--- config.mk ---
export PLATFORM = sky130hd
export DESIGN_NAME = ssrac_seq
export DESIGN_NICKNAME = d
export VERILOG_FILES = /design/src/hdl/ssrac_sync3.v /design/src/hdl/ssrac_seq.v
export VERILOG_INCLUDE_DIRS = /design/src /design/src/hdl
export SDC_FILE = /design/constraint.sdc
export NUM_CORES = 1
export LEC_CHECK = 0
export BUFFER_PORTS_ARGS = -buffer_cell sky130_fd_sc_hd__buf_2
export CORE_MARGIN = 1.5
export CORE_UTILIZATION = 55
export DETAILED_ROUTE_END_ITERATION = 8
export PLACE_DENSITY = 0.81
export RECOVER_POWER = 50
export SLEW_MARGIN = 30
export SYNTH_ARGS = -nofsm -noshare
export SYNTH_HDL_FRONTEND = slang
export SYNTH_SLANG_ARGS = --single-unit
--- constraint.sdc ---
create_clock -name clk -period 6.7 [get_ports clk]
set_input_delay 0.335 -clock clk [delete_from_list [all_inputs] [get_ports clk]]
set_output_delay 0.335 -clock clk [all_outputs]
set_load 0.01 [all_outputs]
--- src/hdl/ssrac_regs.vh ---
// Register offsets, fields and timing counts of the ramp converter sequencer
`ifndef SSRAC_REGS_VH
`define SSRAC_REGS_VH

// ==========================================================
// Register offsets (byte addresses)
`define SSRAC_CTRL_ADDR 8'h00
`define SSRAC_STATUS_ADDR 8'h04
`define SSRAC_IRQ_STAT_ADDR 8'h08
`define SSRAC_IRQ_CLR_ADDR 8'h0C
`define SSRAC_IRQ_EN_ADDR 8'h10
`define SSRAC_RAW_ADDR 8'h14
`define SSRAC_ZERO_ADDR 8'h18
`define SSRAC_FULL_ADDR 8'h1C
`define SSRAC_RESULT_ADDR 8'h20
`define SSRAC_ACQ_ADDR 8'h24
`define SSRAC_TMO_ADDR 8'h28

// ==========================================================
// Control fields
`define SSRAC_CTRL_START_BIT 0
`define SSRAC_CTRL_CHAN_LSB 4
`define SSRAC_CTRL_CHAN_MSB 6

// Status fields
`define SSRAC_STAT_BUSY_BIT 0
`define SSRAC_STAT_VALID_BIT 1
`define SSRAC_STAT_RAMP_BIT 2

// Interrupt fields
`define SSRAC_IRQ_DONE_BIT 0
`define SSRAC_IRQ_TMO_BIT 1
`define SSRAC_IRQ_CALERR_BIT 2

// ==========================================================
// Channel codes
`define SSRAC_CHAN_GROUND 3'h0
`define SSRAC_CHAN_REF 3'h7

// Timing: clock 5 ns; acquisition 40 us; mux address time 1 us
`define SSRAC_CLK_PS 5000
`define SSRAC_ACQ_NS 40000
`define SSRAC_MUX_NS 1000
`define SSRAC_ACQ_CYC ((`SSRAC_ACQ_NS * 1000 + `SSRAC_CLK_PS - 1) / `SSRAC_CLK_PS)
`define SSRAC_MUX_CYC ((`SSRAC_MUX_NS * 1000 + `SSRAC_CLK_PS - 1) / `SSRAC_CLK_PS)
// Ramp timeout: 350 us conversion limit, doubled for margin
`define SSRAC_TMO_NS 700000
`define SSRAC_TMO_CYC (`SSRAC_TMO_NS / (`SSRAC_CLK_PS / 1000))

// Reset values
`define SSRAC_IRQ_EN_RST 3'h0

`endif

--- src/hdl/ssrac_sync3.v ---
// Three-stage input synchroniser with agreement filter
module ssrac_sync3 (
    input wire clk,
    input wire reset,
    input wire ce,
    input wire async_in,
    output reg sync_out
);
    reg s1_q;
    reg s2_q;
    reg s3_q;

    // ==========================================================
    // Chain; output updates once stages two and three agree
    always @(posedge clk)
    begin
        if (reset)
        begin
            s1_q <= 1'b1;
            s2_q <= 1'b1;
            s3_q <= 1'b1;
            sync_out <= 1'b1;
        end
        else if (ce)
        begin
            s1_q <= async_in;
            s2_q <= s1_q;
            s3_q <= s2_q;
            if (s2_q == s3_q)
                sync_out <= s3_q;
        end
    end
endmodule // ssrac_sync3

--- src/hdl/ssrac_seq.v ---
// Host sequencer for a single-slope ramp converter
`include "ssrac_regs.vh"

module ssrac_seq #(
    parameter CNT_W = 20,
    parameter ACQ_CYCLES = `SSRAC_ACQ_CYC,
    parameter TMO_CYCLES = `SSRAC_TMO_CYC
) (
    input wire clk,
    input wire reset,
    input wire ce,
    input wire [7:0] addr,
    input wire [31:0] wdata,
    input wire wr,
    input wire rd,
    output reg [31:0] rdata,
    output wire irq,
    output reg chan_sel_bit0,
    output reg chan_sel_bit1,
    output reg chan_sel_bit2,
    output reg ramp_start,
    input wire ramp_stop
);

    // ==========================================================
    // States
    localparam [4:0] ST_IDLE = 5'h01;
    localparam [4:0] ST_ACQ = 5'h02;
    localparam [4:0] ST_RAMP = 5'h04;
    localparam [4:0] ST_DIV = 5'h08;
    localparam [4:0] ST_DONE = 5'h10;

    reg [4:0] state_q;
    reg [2:0] chan_q;
    reg [CNT_W-1:0] cnt_q;
    reg [CNT_W-1:0] raw_q;
    reg [CNT_W-1:0] zero_q;
    reg [CNT_W-1:0] full_q;
    reg [8:0] result_q;
    reg valid_q;
    reg [2:0] irq_stat_q;
    reg [2:0] irq_en_q;
    reg [CNT_W+8:0] num_q;
    reg [CNT_W:0] den_q;
    reg [CNT_W+8:0] quo_q;
    reg [5:0] div_cnt_q;
    reg stop_prev_q;
    wire stop_s;
    reg [2:0] ev_set;

    // ==========================================================
    // Ramp stop from the pin, three-stage filtered
    ssrac_sync3 u_sync (
        .clk(clk),
        .reset(reset),
        .ce(ce),
        .async_in(ramp_stop),
        .sync_out(stop_s)
    );

    wire stop_fall = stop_prev_q & ~stop_s;
    wire start_req = wr && (addr == `SSRAC_CTRL_ADDR) &&
        wdata[`SSRAC_CTRL_START_BIT];
    wire [CNT_W:0] span = {1'b0, full_q} - {1'b0, zero_q};
    wire [CNT_W:0] diff = {1'b0, raw_q} - {1'b0, zero_q};
    // Division step: shifted remainder and trial subtract
    wire [CNT_W:0] rem_sh = {cnt_q, num_q[CNT_W+8]};
    wire [CNT_W:0] rem_sub = rem_sh - den_q;
    wire rem_ge = (rem_sh >= den_q);

    // Interrupt level output
    assign irq = |(irq_stat_q & irq_en_q);

    // ==========================================================
    // Sequencer
    always @(posedge clk)
    begin
        if (reset)
        begin
            state_q <= ST_IDLE;
            chan_q <= 3'h0;
            cnt_q <= {CNT_W{1'b0}};
            raw_q <= {CNT_W{1'b0}};
            zero_q <= {CNT_W{1'b0}};
            full_q <= {CNT_W{1'b1}};
            result_q <= 9'h000;
            valid_q <= 1'b0;
            num_q <= {(CNT_W+9){1'b0}};
            den_q <= {(CNT_W+1){1'b0}};
            quo_q <= {(CNT_W+9){1'b0}};
            div_cnt_q <= 6'h00;
            ramp_start <= 1'b0;
            chan_sel_bit0 <= 1'b0;
            chan_sel_bit1 <= 1'b0;
            chan_sel_bit2 <= 1'b0;
            stop_prev_q <= 1'b1;
            ev_set <= 3'h0;
        end
        else if (ce)
        begin
            stop_prev_q <= stop_s;
            ev_set <= 3'h0;
            case (state_q)
                ST_IDLE:
                begin
                    if (start_req)
                    begin
                        // Address the mux while ramp start is low
                        chan_q <= wdata[`SSRAC_CTRL_CHAN_MSB:
                            `SSRAC_CTRL_CHAN_LSB];
                        chan_sel_bit0 <= wdata[`SSRAC_CTRL_CHAN_LSB];
                        chan_sel_bit1 <= wdata[`SSRAC_CTRL_CHAN_LSB+1];
                        chan_sel_bit2 <= wdata[`SSRAC_CTRL_CHAN_MSB];
                        cnt_q <= {CNT_W{1'b0}};
                        state_q <= ST_ACQ;
                    end
                end
                ST_ACQ:
                begin
                    // Hold low for acquisition plus mux settling
                    cnt_q <= cnt_q + 1'b1;
                    if (cnt_q >= ACQ_CYCLES + `SSRAC_MUX_CYC - 1)
                    begin
                        ramp_start <= 1'b1;
                        cnt_q <= {CNT_W{1'b0}};
                        state_q <= ST_RAMP;
                    end
                end
                ST_RAMP:
                begin
                    cnt_q <= cnt_q + 1'b1;
                    if (stop_fall)
                    begin
                        // Ramp time captured
                        ramp_start <= 1'b0;
                        raw_q <= cnt_q;
                        if (chan_q == `SSRAC_CHAN_GROUND)
                            zero_q <= cnt_q;
                        if (chan_q == `SSRAC_CHAN_REF)
                            full_q <= cnt_q;
                        state_q <= ST_DIV;
                    end
                    else if (cnt_q >= TMO_CYCLES - 1)
                    begin
                        ramp_start <= 1'b0;
                        ev_set[`SSRAC_IRQ_TMO_BIT] <= 1'b1;
                        state_q <= ST_IDLE;
                    end
                end
                ST_DIV:
                begin
                    // Set up (diff*256 + span/2) / span
                    if (span == {(CNT_W+1){1'b0}} || span[CNT_W])
                    begin
                        ev_set[`SSRAC_IRQ_CALERR_BIT] <= 1'b1;
                        result_q <= 9'h000;
                        ev_set[`SSRAC_IRQ_DONE_BIT] <= 1'b1;
                        valid_q <= 1'b1;
                        state_q <= ST_IDLE;
                    end
                    else
                    begin
                        num_q <= (diff[CNT_W] ? {(CNT_W+9){1'b0}} :
                            {1'b0, diff[CNT_W-1:0], 8'h00}) +
                            {9'h000, span[CNT_W:1]};
                        den_q <= span;
                        quo_q <= {(CNT_W+9){1'b0}};
                        div_cnt_q <= 6'h00;
                        state_q <= ST_DONE;
                    end
                end
                ST_DONE:
                begin
                    // Restoring division, one bit per cycle
                    if (div_cnt_q == CNT_W + 9)
                    begin
                        result_q <= (quo_q > 9'h100) ? 9'h100 :
                            quo_q[8:0];
                        valid_q <= 1'b1;
                        ev_set[`SSRAC_IRQ_DONE_BIT] <= 1'b1;
                        state_q <= ST_IDLE;
                    end
                    else
                    begin
                        div_cnt_q <= div_cnt_q + 1'b1;
                        num_q <= {num_q[CNT_W+7:0], 1'b0};
                        quo_q <= {quo_q[CNT_W+7:0], rem_ge};
                        cnt_q <= rem_ge ? rem_sub[CNT_W-1:0] :
                            rem_sh[CNT_W-1:0];
                    end
                end
                default:
                    state_q <= ST_IDLE;
            endcase
            if (state_q == ST_DIV)
                cnt_q <= {CNT_W{1'b0}};
        end
    end

    // ==========================================================
    // Interrupt registers; set wins over clear
    always @(posedge clk)
    begin
        if (reset)
        begin
            irq_stat_q <= 3'h0;
            irq_en_q <= `SSRAC_IRQ_EN_RST;
        end
        else if (ce)
        begin
            if (wr && addr == `SSRAC_IRQ_EN_ADDR)
                irq_en_q <= wdata[2:0];
            irq_stat_q <= (irq_stat_q &
                ~((wr && addr == `SSRAC_IRQ_CLR_ADDR) ? wdata[2:0] : 3'h0))
                | ev_set;
        end
    end

    // ==========================================================
    // Read port, data one cycle after strobe
    always @(posedge clk)
    begin
        if (reset)
            rdata <= 32'h00000000;
        else if (ce)
        begin
            rdata <= 32'h00000000;
            if (rd)
            begin
                if (addr == `SSRAC_CTRL_ADDR)
                    rdata <= {25'h0, chan_q, 4'h0};
                else if (addr == `SSRAC_STATUS_ADDR)
                    rdata <= {29'h0, ramp_start, valid_q, ~state_q[0]};
                else if (addr == `SSRAC_IRQ_STAT_ADDR)
                    rdata <= {29'h0, irq_stat_q};
                else if (addr == `SSRAC_IRQ_EN_ADDR)
                    rdata <= {29'h0, irq_en_q};
                else if (addr == `SSRAC_RAW_ADDR)
                    rdata <= {{(32-CNT_W){1'b0}}, raw_q};
                else if (addr == `SSRAC_ZERO_ADDR)
                    rdata <= {{(32-CNT_W){1'b0}}, zero_q};
                else if (addr == `SSRAC_FULL_ADDR)
                    rdata <= {{(32-CNT_W){1'b0}}, full_q};
                else if (addr == `SSRAC_RESULT_ADDR)
                    rdata <= {23'h0, result_q};
            end
        end
    end
endmodule // ssrac_seq

==> results.yml, run 1 <==
grt:
  grt_start_max_net_pins: 93
  globalRouteTotalUtil_pct: 31.02
  wire_length_of_the_first_global_routing_pass_mm: 66.32
  grt_pass1_vias: 12674
  initial_antenna_violation_count: 0
  m1_gr_usage_pct: 41.01
  grt_remaining_overflow: 0
  grt_peak_use_layer: "met2"
  groute.layer.met2.usage_pct: 50.75
  met3_demand_to_capacity_share_in_global_routing_pct: 4.838
die:
  dieHeight_um: 162.9
  core_area_um2: 25110
  design.die.area_um2: 26520
  placement_rows: 58
  io-pin-count: 83
  floorplan.initialDensity_pct: 55.97
  die_width_um: 162.9
detailed_routing:
  routed_wirelength_mm: 41.59
  drt_drc_violations_left: 0
  initialDrtViolationCount: 1429
  antenna_left: 0
  dr.pass1.iters: 6
  drt-vias-per-instance: 6.499
  wl_per_cell_um: 19.76
  via_count: 13681
hold_path:
  worstHoldPathCells: 3
  timing.hold.worst_endpoint: "u_sync.s1_q"
  hp-start: "ramp_stop"
  timing.hold.worst.class: "in -> reg"
yosys:
  synth.largest_area_cell: "sky130_fd_sc_hd__dfxtp_1"
  synth.yosys.warnings: 0
  synth_enable_flop_cells: 0
  netlist_top_cells_count: "218 x sky130_fd_sc_hd__dfxtp_1, 189 x sky130_fd_sc_hd__a21oi_1, 146 x sky130_fd_sc_hd__nand2_1, 139 x sky130_fd_sc_hd__nor2_1, 112 x sky130_fd_sc_hd__o21ai_0"
  synthTopCellsByArea: "sky130_fd_sc_hd__dfxtp_1 31%, sky130_fd_sc_hd__ha_1 6.8%, sky130_fd_sc_hd__a21oi_1 6.7%"
  netlist_area_um2: 14050
  synth.avg_cell_area_um2: 7.834
  post-synth-top-count-cell: "sky130_fd_sc_hd__dfxtp_1"
  post-synth-top-area-fraction_pct: 31.05
  postSynthCellCount: 1794
  synth-main-ff-cell: "sky130_fd_sc_hd__dfxtp_1"
  seq_area_frac_synth_pct: 31.05
  netlist_cell_types: 88
  ys_seq_elements: 218
  synth-async-reset-ratio_pct: 0
critical_path:
  crit_path_max_fanout: 92
  crit_path_end_kind: "register"
  slowest_stage: "sky130_fd_sc_hd__clkbuf_1"
  reg2regPathDepth: 20
  startpoint_type: "input pin"
  required_ns: 6.92
  rrSetupSlack_ns: 0.89
  cp_num_buf_inv: 3
  crit_arrival_ns: 6.18
  rr_endpoint: "num_q[28]"
  timing_worst_setup_path_type: "in -> reg"
  reg2reg_from: "zero_q[0]"
  cpLargestDelayFamily: "buffers and inverters"
  worstPathCellList: "clkbuf_1, inv_2, clkbuf_1, nand2_1, o22ai_1"
  cpMostUsedCell: "sky130_fd_sc_hd__clkbuf_1"
  crit_path_max_incr_delay_ns: 2.90
timing:
  fin_ws_ns: 0.7364
  worstMarginPinSlew_ns: 4.226
  period_share_pct: 89.01
  max_clock_freq_mhz: 167.7
  totalNegativeSetupSlack_ns: 0
  setup-violations-final: 0
  unrepaired_setup_endpoints_after_global_routing: "false"
  timing.final.crit_period_ns: 5.964
  final.setup_skew_ns: 0.01488
  max_slew_margin_pct: -181.7
  hold_violations: 0
  drv_slew: 152
clock_network:
  cts_resized: 0
  cts_hold_buf: 0
  cts_htree_levels: 1
  clock_tree_buffer_depth: 3
  numCtsBuffers: 25
  clkSlewWorstSetupHoldPaths_ns: 0.07
  cts_sinks: 218
  cts_tree: "yes"
  cts.repair_timing.setup_buffer_count: 0
  clk_lat_worst_skew_ns: 0.52
  cts_root_buf: "sky130_fd_sc_hd__clkbuf_16"
final_layout:
  multi_input_comb_area_um2: 8841
  insertedDiodeCount: 0
  fill_cells: 2281
  drive_above_1_share_pct: 5.972
  layout.nets: 1884
  stdcell_area_um2: 15090
  final-seq-area_um2: 4364
  finalCoreUtilization_pct: 60.10
  area_delta_synth_final_pct: 7.362
outcome:
  status: "complete, but fails checks"
  violations: "max-capacitance violations, max-slew violations"
power:
  seqPwrFrac_pct: 46.8
  vdd.ir_drop.worst_v: 0.0002084
  power_per_cell_area_nw_per_um2: 184.2
  net-switching-power_w: 0.0006318
  fin_total_pwr_w: 0.002780
  internal-power_w: 0.002148
  clock_power_share_pct: 50.3
  leakagePower_nw: 5.440
  combinational_share_of_power_pct: 2.8
  p_sw_share_pct: 22.73
place:
  place_worst_setup_slack_ns: 1.052
  place_congestion: 0.9815
  port_buffers: 44
  placedInstanceArea_um2: 14280
  place.detailed.hpwl_mm: 29.84
run:
  drv.max_cap_violation_count: 2
-- final cells by class --
| class | instances | share of cell area, % |
|---|---|---|
| multi-input cells | 1366 | 58.59 |
| flip-flops and latches | 218 | 28.92 |
| clock buffers | 32 | 4.718 |
| well taps | 330 | 2.736 |
| inverters | 86 | 2.139 |
| repair buffers | 61 | 2.015 |
| clock inverters | 12 | 0.8789 |
-- state kept, by name (all words and copies together) (netlist names), 2 cells and up --
register,cells
chan_q,2
cnt_q,20
den_q,21
div_cnt_q,6
ev_set,3
full_q,20
irq_en_q,3
irq_stat_q,3
num_q,29
quo_q,29
raw_q,20
rdata,20
result_q,9
state_q,5
zero_q,20
-- how the worst max path moves through the flow --
stage / cells past startpoint / start / end
global route: 20 / zero_q[0] / num_q[28]
detailed placement: 19 / zero_q[0] / num_q[28]
CTS: 19 / zero_q[0] / num_q[28]
finish: 5 / reset / cnt_q[2]
global placement: 20 / zero_q[0] / num_q[28]
floorplan: 22 / zero_q[0] / num_q[27]
-- metrics by stage --
step / hold slack [ns] / instances
finish: 0.03387 / 2105
floorplan: 0.4197 / 1805
detailed placement: 0.4471 / 2061
global route: 0.06754 / 2105
global placement: 0.4447 / 2061
CTS: 0.02697 / 2105
-- routing by layer --
metal | part of all wire (%) | up-vias
met2 | 46 | 610
met3 | 8.4 | 117
met1 | 41 | 6506
li1 | - | 6448
met4 | 3.9 | 0
met5 | 0 | -
-- tightest hold or removal path: stages --
cell and delay, ns:
sky130_fd_sc_hd__buf_2 0.07, sky130_fd_sc_hd__mux2i_1 0.05, sky130_fd_sc_hd__nand2_1 0.06
-- cell families after synthesis --
kind of cell             Yosys count  synth area share [%]
AO/OA/AOI/OAI                    554                 25.35
XOR/XNOR                          49                 3.053
adder cells (fa/ha/maj)           80                 7.336
buffers and inverters            221                 6.757
flip-flops                       218                 31.05
multiplexers                      65                 4.638
other                              1               0.02668
AND/OR/NAND/NOR                  606                 21.79
-- placed cells by master, fill, tap and decap left out, drive strengths merged, types with 47 or more instances in the layout --
master | Yosys | routed
o21ai | 115 | 115
nand3 | 76 | 76
nand2b | 47 | 47
nor3 | 47 | 47
nand2 | 146 | 146
inv | 86 | 86
clkbuf | 99 | 61
a21oi | 189 | 189
nor2 | 140 | 140
dfxtp | 218 | 218
mux2i | 64 | 64
ha | 76 | 76
-- power groups by stage --
stage                     clock, W  combinational (W)  sequential (W)
after floorplan                  0          0.0000600         0.00133
after global placement           0          0.0000747         0.00133
after detailed placement         0          0.0000765         0.00133
after CTS                  0.00140          0.0000770         0.00130
after global routing       0.00146          0.0000863         0.00130
final                      0.00140          0.0000790         0.00130
No activity file was read; power rests on OpenSTA's default activity.
==> run 2: changes to the inputs <==
- SYNTH_HIERARCHICAL: unset -> 1
==> results.yml, run 2 <==
outcome:
  status: "complete, but fails checks"
  violations: "max-capacitance violations, max-slew violations"
yosys:
  synth.yosys.warnings: 6
  seq_area_frac_synth_pct: 30.95
  synth_enable_flop_cells: 0
  post-synth-top-count-cell: "sky130_fd_sc_hd__nor2_1"
  ys_seq_elements: 218
  netlist_cell_types: 92
  synth-main-ff-cell: "sky130_fd_sc_hd__dfxtp_1"
  synth.largest_area_cell: "sky130_fd_sc_hd__dfxtp_1"
  post-synth-top-area-fraction_pct: 30.95
  synth-async-reset-ratio_pct: 0
  netlist_top_cells_count: "221 x sky130_fd_sc_hd__nor2_1, 218 x sky130_fd_sc_hd__dfxtp_1, 182 x sky130_fd_sc_hd__nand2_1, 157 x sky130_fd_sc_hd__a21oi_1, 82 x sky130_fd_sc_hd__clkbuf_1"
  netlist_area_um2: 14100
  synthTopCellsByArea: "sky130_fd_sc_hd__dfxtp_1 31%, sky130_fd_sc_hd__ha_1 6.7%, sky130_fd_sc_hd__nor2_1 5.9%"
  synth.avg_cell_area_um2: 7.843
  postSynthCellCount: 1798
clock_network:
  cts_root_buf: "sky130_fd_sc_hd__clkbuf_16"
  clock_tree_buffer_depth: 3
  clkSlewWorstSetupHoldPaths_ns: 0.06
  cts_sinks: 218
  numCtsBuffers: 25
  cts_hold_buf: 0
  cts_tree: "yes"
  cts.repair_timing.setup_buffer_count: 0
  cts_htree_levels: 1
  cts_resized: 0
  clk_lat_worst_skew_ns: 0.55
die:
  io-pin-count: 83
  design.die.area_um2: 26610
  placement_rows: 58
  die_width_um: 163.1
  core_area_um2: 25180
  floorplan.initialDensity_pct: 56.00
  dieHeight_um: 163.1
critical_path:
  crit_path_end_kind: "register"
  cpMostUsedCell: "sky130_fd_sc_hd__nand2_1"
  crit_path_max_incr_delay_ns: 1.33
  crit_arrival_ns: 5.83
  rrSetupSlack_ns: 1.10
  reg2regPathDepth: 10
  worstPathCellList: "ha_1, nand2_1, a41oi_1, nor4_1, a2111oi_0, and3_1, clkbuf_1, nand2_1, nand2_1, a21oi_1"
  reg2reg_from: "cnt_q[0]"
  crit_path_max_fanout: 24
  required_ns: 6.94
  slowest_stage: "sky130_fd_sc_hd__clkbuf_1"
  startpoint_type: "register"
  rr_endpoint: "zero_q[14]"
  timing_worst_setup_path_type: "reg -> reg"
detailed_routing:
  wl_met2_mm: 17.78
  routed_wirelength_mm: 40.29
  wl_per_cell_um: 19.03
  maxUsedRoutingLayer: "met4"
  via_count: 13474
  wl_met1_mm: 17.79
  antenna_left: 0
  dr.pass1.iters: 7
  drt_drc_violations_left: 0
  wl_met3_mm: 3.640
  drt-vias-per-instance: 6.365
  initialDrtViolationCount: 1675
final_layout:
  fill_cells: 2209
  largestRegisters: "num_q: 29 flops, quo_q: 29 flops, den_q: 21 flops"
  finalCoreUtilization_pct: 59.87
  insertedDiodeCount: 0
  drive_above_1_share_pct: 6.100
  layout.nets: 1895
  multi_input_comb_area_um2: 8964
  fin_cells: 2117
  final-seq-area_um2: 4364
  area_delta_synth_final_pct: 6.912
  final_cell_mix: "220 x sky130_fd_sc_hd__nor2_1, 218 x sky130_fd_sc_hd__dfxtp_1, 182 x sky130_fd_sc_hd__nand2_1"
  commonest_non_fill_non_tap_cell_in_the_layout: "sky130_fd_sc_hd__nor2_1"
timing:
  max_slew_margin_pct: -130.6
  timing.final.crit_period_ns: 5.596
  unrepaired_setup_endpoints_after_global_routing: "false"
  worstMarginPinSlew_ns: 3.459
  max_clock_freq_mhz: 178.7
  period_share_pct: 83.53
  final.setup_skew_ns: 0.03038
  setup-violations-final: 0
  totalNegativeSetupSlack_ns: 0
  drv_slew: 271
  hold_violations: 0
place:
  dpl.cell_count: 2072
  port_buffers: 44
  place_congestion: 0.9687
  place.detailed.hpwl_mm: 29.05
run:
  drv.max_cap_violation_count: 5
grt:
  initial_antenna_violation_count: 1
  grt_remaining_overflow: 0
  globalRouteTotalUtil_pct: 29.99
  grt_start_max_net_pins: 95
  wire_length_of_the_first_global_routing_pass_mm: 64.56
  grt_pass1_vias: 12446
power:
  fin_total_pwr_w: 0.002781
  power_per_cell_area_nw_per_um2: 184.4
  vdd.ir_drop.worst_v: 0.0002062
  leakagePower_nw: 5.690
hold_path:
  timing.hold.worst.class: "in -> reg"
  worstHoldPathCells: 3
  timing.hold.worst_endpoint: "chan_q[1]"
  hp-start: "wdata[5]"
==> run 2: cell types whose count changed after synthesis, sizes merged, moves of 24 or more <==
cell	previous run	this run
a21oi	189	162
and3	13	41
inv	86	62
nand2	146	182
nand2b	47	15
nand3	76	40
nor2	140	221
==> run 2: worst max-delay path by stage <==
stage	startpoint	to
floorplan	zero_q[0]	num_q[26]
global placement	zero_q[0]	num_q[26]
detailed placement	zero_q[0]	num_q[26]
CTS	zero_q[0]	num_q[26]
global route	cnt_q[0]	zero_q[14]
finish	cnt_q[0]	zero_q[14]
==> run 2: through the flow <==
| stage | area (um2) | worst slack (ns) | hold WS, ns |
|---|---|---|---|
| floorplan | 14140 | 1.683 | 0.4247 |
| global placement | 14310 | 1.359 | 0.4350 |
| detailed placement | 14310 | 1.340 | 0.4471 |
| CTS | 15150 | 1.257 | 0.03605 |
| global route | 15080 | 0.7448 | 0.04864 |
| finish | 15080 | 1.104 | 0.03335 |
==> run 2: per-layer routing <==
metal	GRT usage (%)	up-vias
met5	0	-
met3	4.672	72
met1	41.80	6366
li1	-	6431
met4	9.716	0
met2	47.33	605
==> run 2: final cells by class <==
cell class                      instances  area share, %
Sequential cell                       218          28.95
Tap cell                              330          2.739
Clock buffer                           36          4.689
Clock inverter                          9         0.8465
Inverter                               63          1.568
Timing Repair Buffer                   56          1.759
Multi-Input combinational cell       1405          59.45
==> run 2: critical path, delay by kind of cell (launching register included) <==
kind / cells / cell delay, ns
AO/OA/AOI/OAI: 3 / 1.22
adder cells (fa/ha/maj): 1 / 0.29
flip-flops: 1 / 0.59
AND/OR/NAND/NOR: 5 / 1.84
buffers and inverters: 1 / 1.33
==> run 2: power breakdown <==
part	switching (W)	leakage (nW)	internal, W	total (W)
sequential	0.00000467	1.76	0.00130	0.00130
combinational	0.0000562	3.52	0.0000187	0.0000749
clock	0.000554	0.412	0.000847	0.00140
==> run 2: cell families after synthesis <==
group | share of synthesized area [%]
xor gates and xnor gates | 3.416
AOI/OAI and AO/OA | 24.19
buffers and inverters | 5.785
other | 0.02659
and+or+nand+nor | 24.11
DFF | 30.95
adders and majority gates | 7.311
muxes | 4.223
==> run 3: changes to the inputs <==
- ABC_AREA: unset -> 1
- PLACE_DENSITY: 0.81 -> 0.84
- clock period: 6.7 -> 4.85 ns (I/O delays scaled with it)
==> results.yml, run 3 <==
critical_path:
  crit_path_max_incr_delay_ns: 0.44
  timing_worst_setup_path_type: "reg -> reg"
  crit_path_end_kind: "register"
  required_ns: 5.11
  cpMostUsedCell: "sky130_fd_sc_hd__nand2_1"
  crit_arrival_ns: 4.67
  crit_path_max_fanout: 7
  startpoint_type: "register"
  slowest_stage: "sky130_fd_sc_hd__fa_1"
place:
  port_buffers: 44
  place_worst_setup_slack_ns: 0.6801
  place.detailed.hpwl_mm: 34.99
  dpl.cell_count: 2688
  place_congestion: 1.002
timing:
  fin_ws_ns: 0.4429
  max_clock_freq_mhz: 226.9
  totalNegativeSetupSlack_ns: 0
  period_share_pct: 90.87
  unrepaired_setup_endpoints_after_global_routing: "false"
  finalHoldWorstSlack_ns: 0.05585
  timing.final.crit_period_ns: 4.407
  max_slew_margin_pct: -155.5
  hold_violations: 0
  final.setup_skew_ns: 0.01180
  drv_slew: 106
  setup-violations-final: 0
  worstMarginPinSlew_ns: 3.832
die:
  die_width_um: 167.8
  placement_rows: 60
  core_area_um2: 26800
  io-pin-count: 83
  dieHeight_um: 167.8
  design.die.area_um2: 28150
  floorplan.initialDensity_pct: 55.71
power:
  seqPwrFrac_pct: 46.6
  power_per_cell_area_nw_per_um2: 240.7
  net-switching-power_w: 0.0009317
  leakagePower_nw: 7.453
  combinational_share_of_power_pct: 3.6
  p_sw_share_pct: 24.07
  vdd.ir_drop.worst_v: 0.0002547
  clock_power_share_pct: 49.8
  internal-power_w: 0.002939
yosys:
  synth_enable_flop_cells: 0
  post-synth-top-count-cell: "sky130_fd_sc_hd__nand2_1"
  netlist_top_cells_count: "633 x sky130_fd_sc_hd__nand2_1, 334 x sky130_fd_sc_hd__inv_1, 232 x sky130_fd_sc_hd__nor2_1, 218 x sky130_fd_sc_hd__dfxtp_1, 204 x sky130_fd_sc_hd__a21oi_1"
  synth-async-reset-ratio_pct: 0
  netlist_area_um2: 14930
  synth.yosys.warnings: 6
  synthTopCellsByArea: "sky130_fd_sc_hd__dfxtp_1 29%, sky130_fd_sc_hd__nand2_1 16%, sky130_fd_sc_hd__inv_1 8.4%"
  postSynthCellCount: 2370
  netlist_cell_types: 57
  synth.avg_cell_area_um2: 6.300
  seq_area_frac_synth_pct: 29.23
  synth.largest_area_cell: "sky130_fd_sc_hd__dfxtp_1"
  synth-main-ff-cell: "sky130_fd_sc_hd__dfxtp_1"
  post-synth-top-area-fraction_pct: 29.23
  ys_seq_elements: 218
final_layout:
  fin_cells: 2739
  area_delta_synth_final_pct: 7.667
  drive_above_1_share_pct: 5.004
  layout.nets: 2506
  largestRegisters: "num_q: 29 flops, quo_q: 29 flops, den_q: 21 flops"
  commonest_non_fill_non_tap_cell_in_the_layout: "sky130_fd_sc_hd__nand2_1"
  final_cell_mix: "633 x sky130_fd_sc_hd__nand2_1, 334 x sky130_fd_sc_hd__inv_1, 232 x sky130_fd_sc_hd__nor2_1"
  insertedDiodeCount: 0
  fill_cells: 2648
clock_network:
  cts_htree_levels: 1
  clock_tree_buffer_depth: 3
  clk_lat_worst_skew_ns: 0.55
  clkSlewWorstSetupHoldPaths_ns: 0.06
  cts_sinks: 218
  cts_root_buf: "sky130_fd_sc_hd__clkbuf_16"
  cts_tree: "yes"
  numCtsBuffers: 25
hold_path:
  timing.hold.worst.class: "in -> reg"
detailed_routing:
  routed_wirelength_mm: 46.18
  initialDrtViolationCount: 1583
  wl_per_cell_um: 16.86
  dr.pass1.iters: 6
  via_count: 15532
  drt_drc_violations_left: 0
  antenna_left: 0
  drt-vias-per-instance: 5.671
grt:
  initial_antenna_violation_count: 0
  grt_remaining_overflow: 0
  grt_start_max_net_pins: 75
  globalRouteTotalUtil_pct: 32.62
  grt_pass1_vias: 14173
  wire_length_of_the_first_global_routing_pass_mm: 74.01
run:
  drv.max_cap_violation_count: 2
outcome:
  violations: "max-capacitance violations, max-slew violations"
  status: "complete, but fails checks"
run 3: what timing repair did:
action | in CTS | in global routing
endpoints found under the hold margin | 6 | 0
setup buffers | 0 | 0
resized for setup | 0 | 0
hold buffers | 6 | 0
run 3: area by class of cell:
type	count	area, um2	share of cell area, %
inverter	346	1300	8.086
multi-input combinational	1725	8818	54.85
timing repair buffer	64	336.6	2.094
clock buffer	31	678.2	4.218
clock inverter	14	152.6	0.9495
sequential	218	4364	27.15
tap	341	426.7	2.654
run 3: cell families after synthesis:
logic type / count (synthesis) / synth area share [%]
simple gates: 1101 / 31.03
compound gates: 477 / 17.55
buf+inv: 438 / 12.01
flops: 218 / 29.23
fa+ha+maj: 80 / 6.905
xor+xnor: 51 / 2.991
mux: 4 / 0.2682
other cells: 1 / 0.02511
run 3: power by group through the flow:
stage	registers [W]	logic, W	clock network (W)
finish	0.00180	0.000140	0.00193
global route	0.00180	0.000153	0.00201
CTS	0.00180	0.000138	0.00195
detailed placement	0.00184	0.000133	0
global placement	0.00184	0.000131	0
floorplan	0.00184	0.0000973	0
run 3: worst max-delay path, delay by kind of cell, from the launching register on:
family | cells | cell delay, ns
and+or+nand+nor | 15 | 1.82
adders and majority gates | 4 | 1.22
DFF | 1 | 0.38
buffers and inverters | 5 | 0.35
AOI/OAI and AO/OA | 2 | 0.32
run 3: per-layer routing:
| layer | vias up | track usage [%] | part of all wire, % |
|---|---|---|---|
| li1 | 7646 | - | - |
| met3 | 139 | 3.973 | 9.0 |
| met5 | - | 0 | 0 |
| met1 | 7002 | 44.14 | 43 |
| met4 | 0 | 14.22 | 4.9 |
| met2 | 745 | 52.43 | 44 |
run 3: metrics by stage:
| stage | area (um2) | total power [W] | util [%] |
|---|---|---|---|
| 3_5_place_dp | 15240 | 0.001976 | 56.86 |
| 5_1_grt | 16080 | 0.003969 | 59.99 |
| 4_1_cts | 16130 | 0.003887 | 60.19 |
| 2_1_floorplan | 14970 | 0.001938 | - |
| 3_3_place_gp | 15240 | 0.001973 | 56.86 |
| 6_report | 16080 | 0.003870 | 59.99 |
run 3: final timing paths:
path | start | endpoint | slack (ns) | cells after the start
setup / recovery | zero_q[0] | num_q[26] | 0.44 | 26
hold / removal | wdata[5] | chan_q[1] | 0.06 | 3
setup reg to reg | zero_q[0] | num_q[26] | 0.44 | 26
hold reg to reg | u_sync/s1_q | u_sync/s1_q | 0.46 | 2
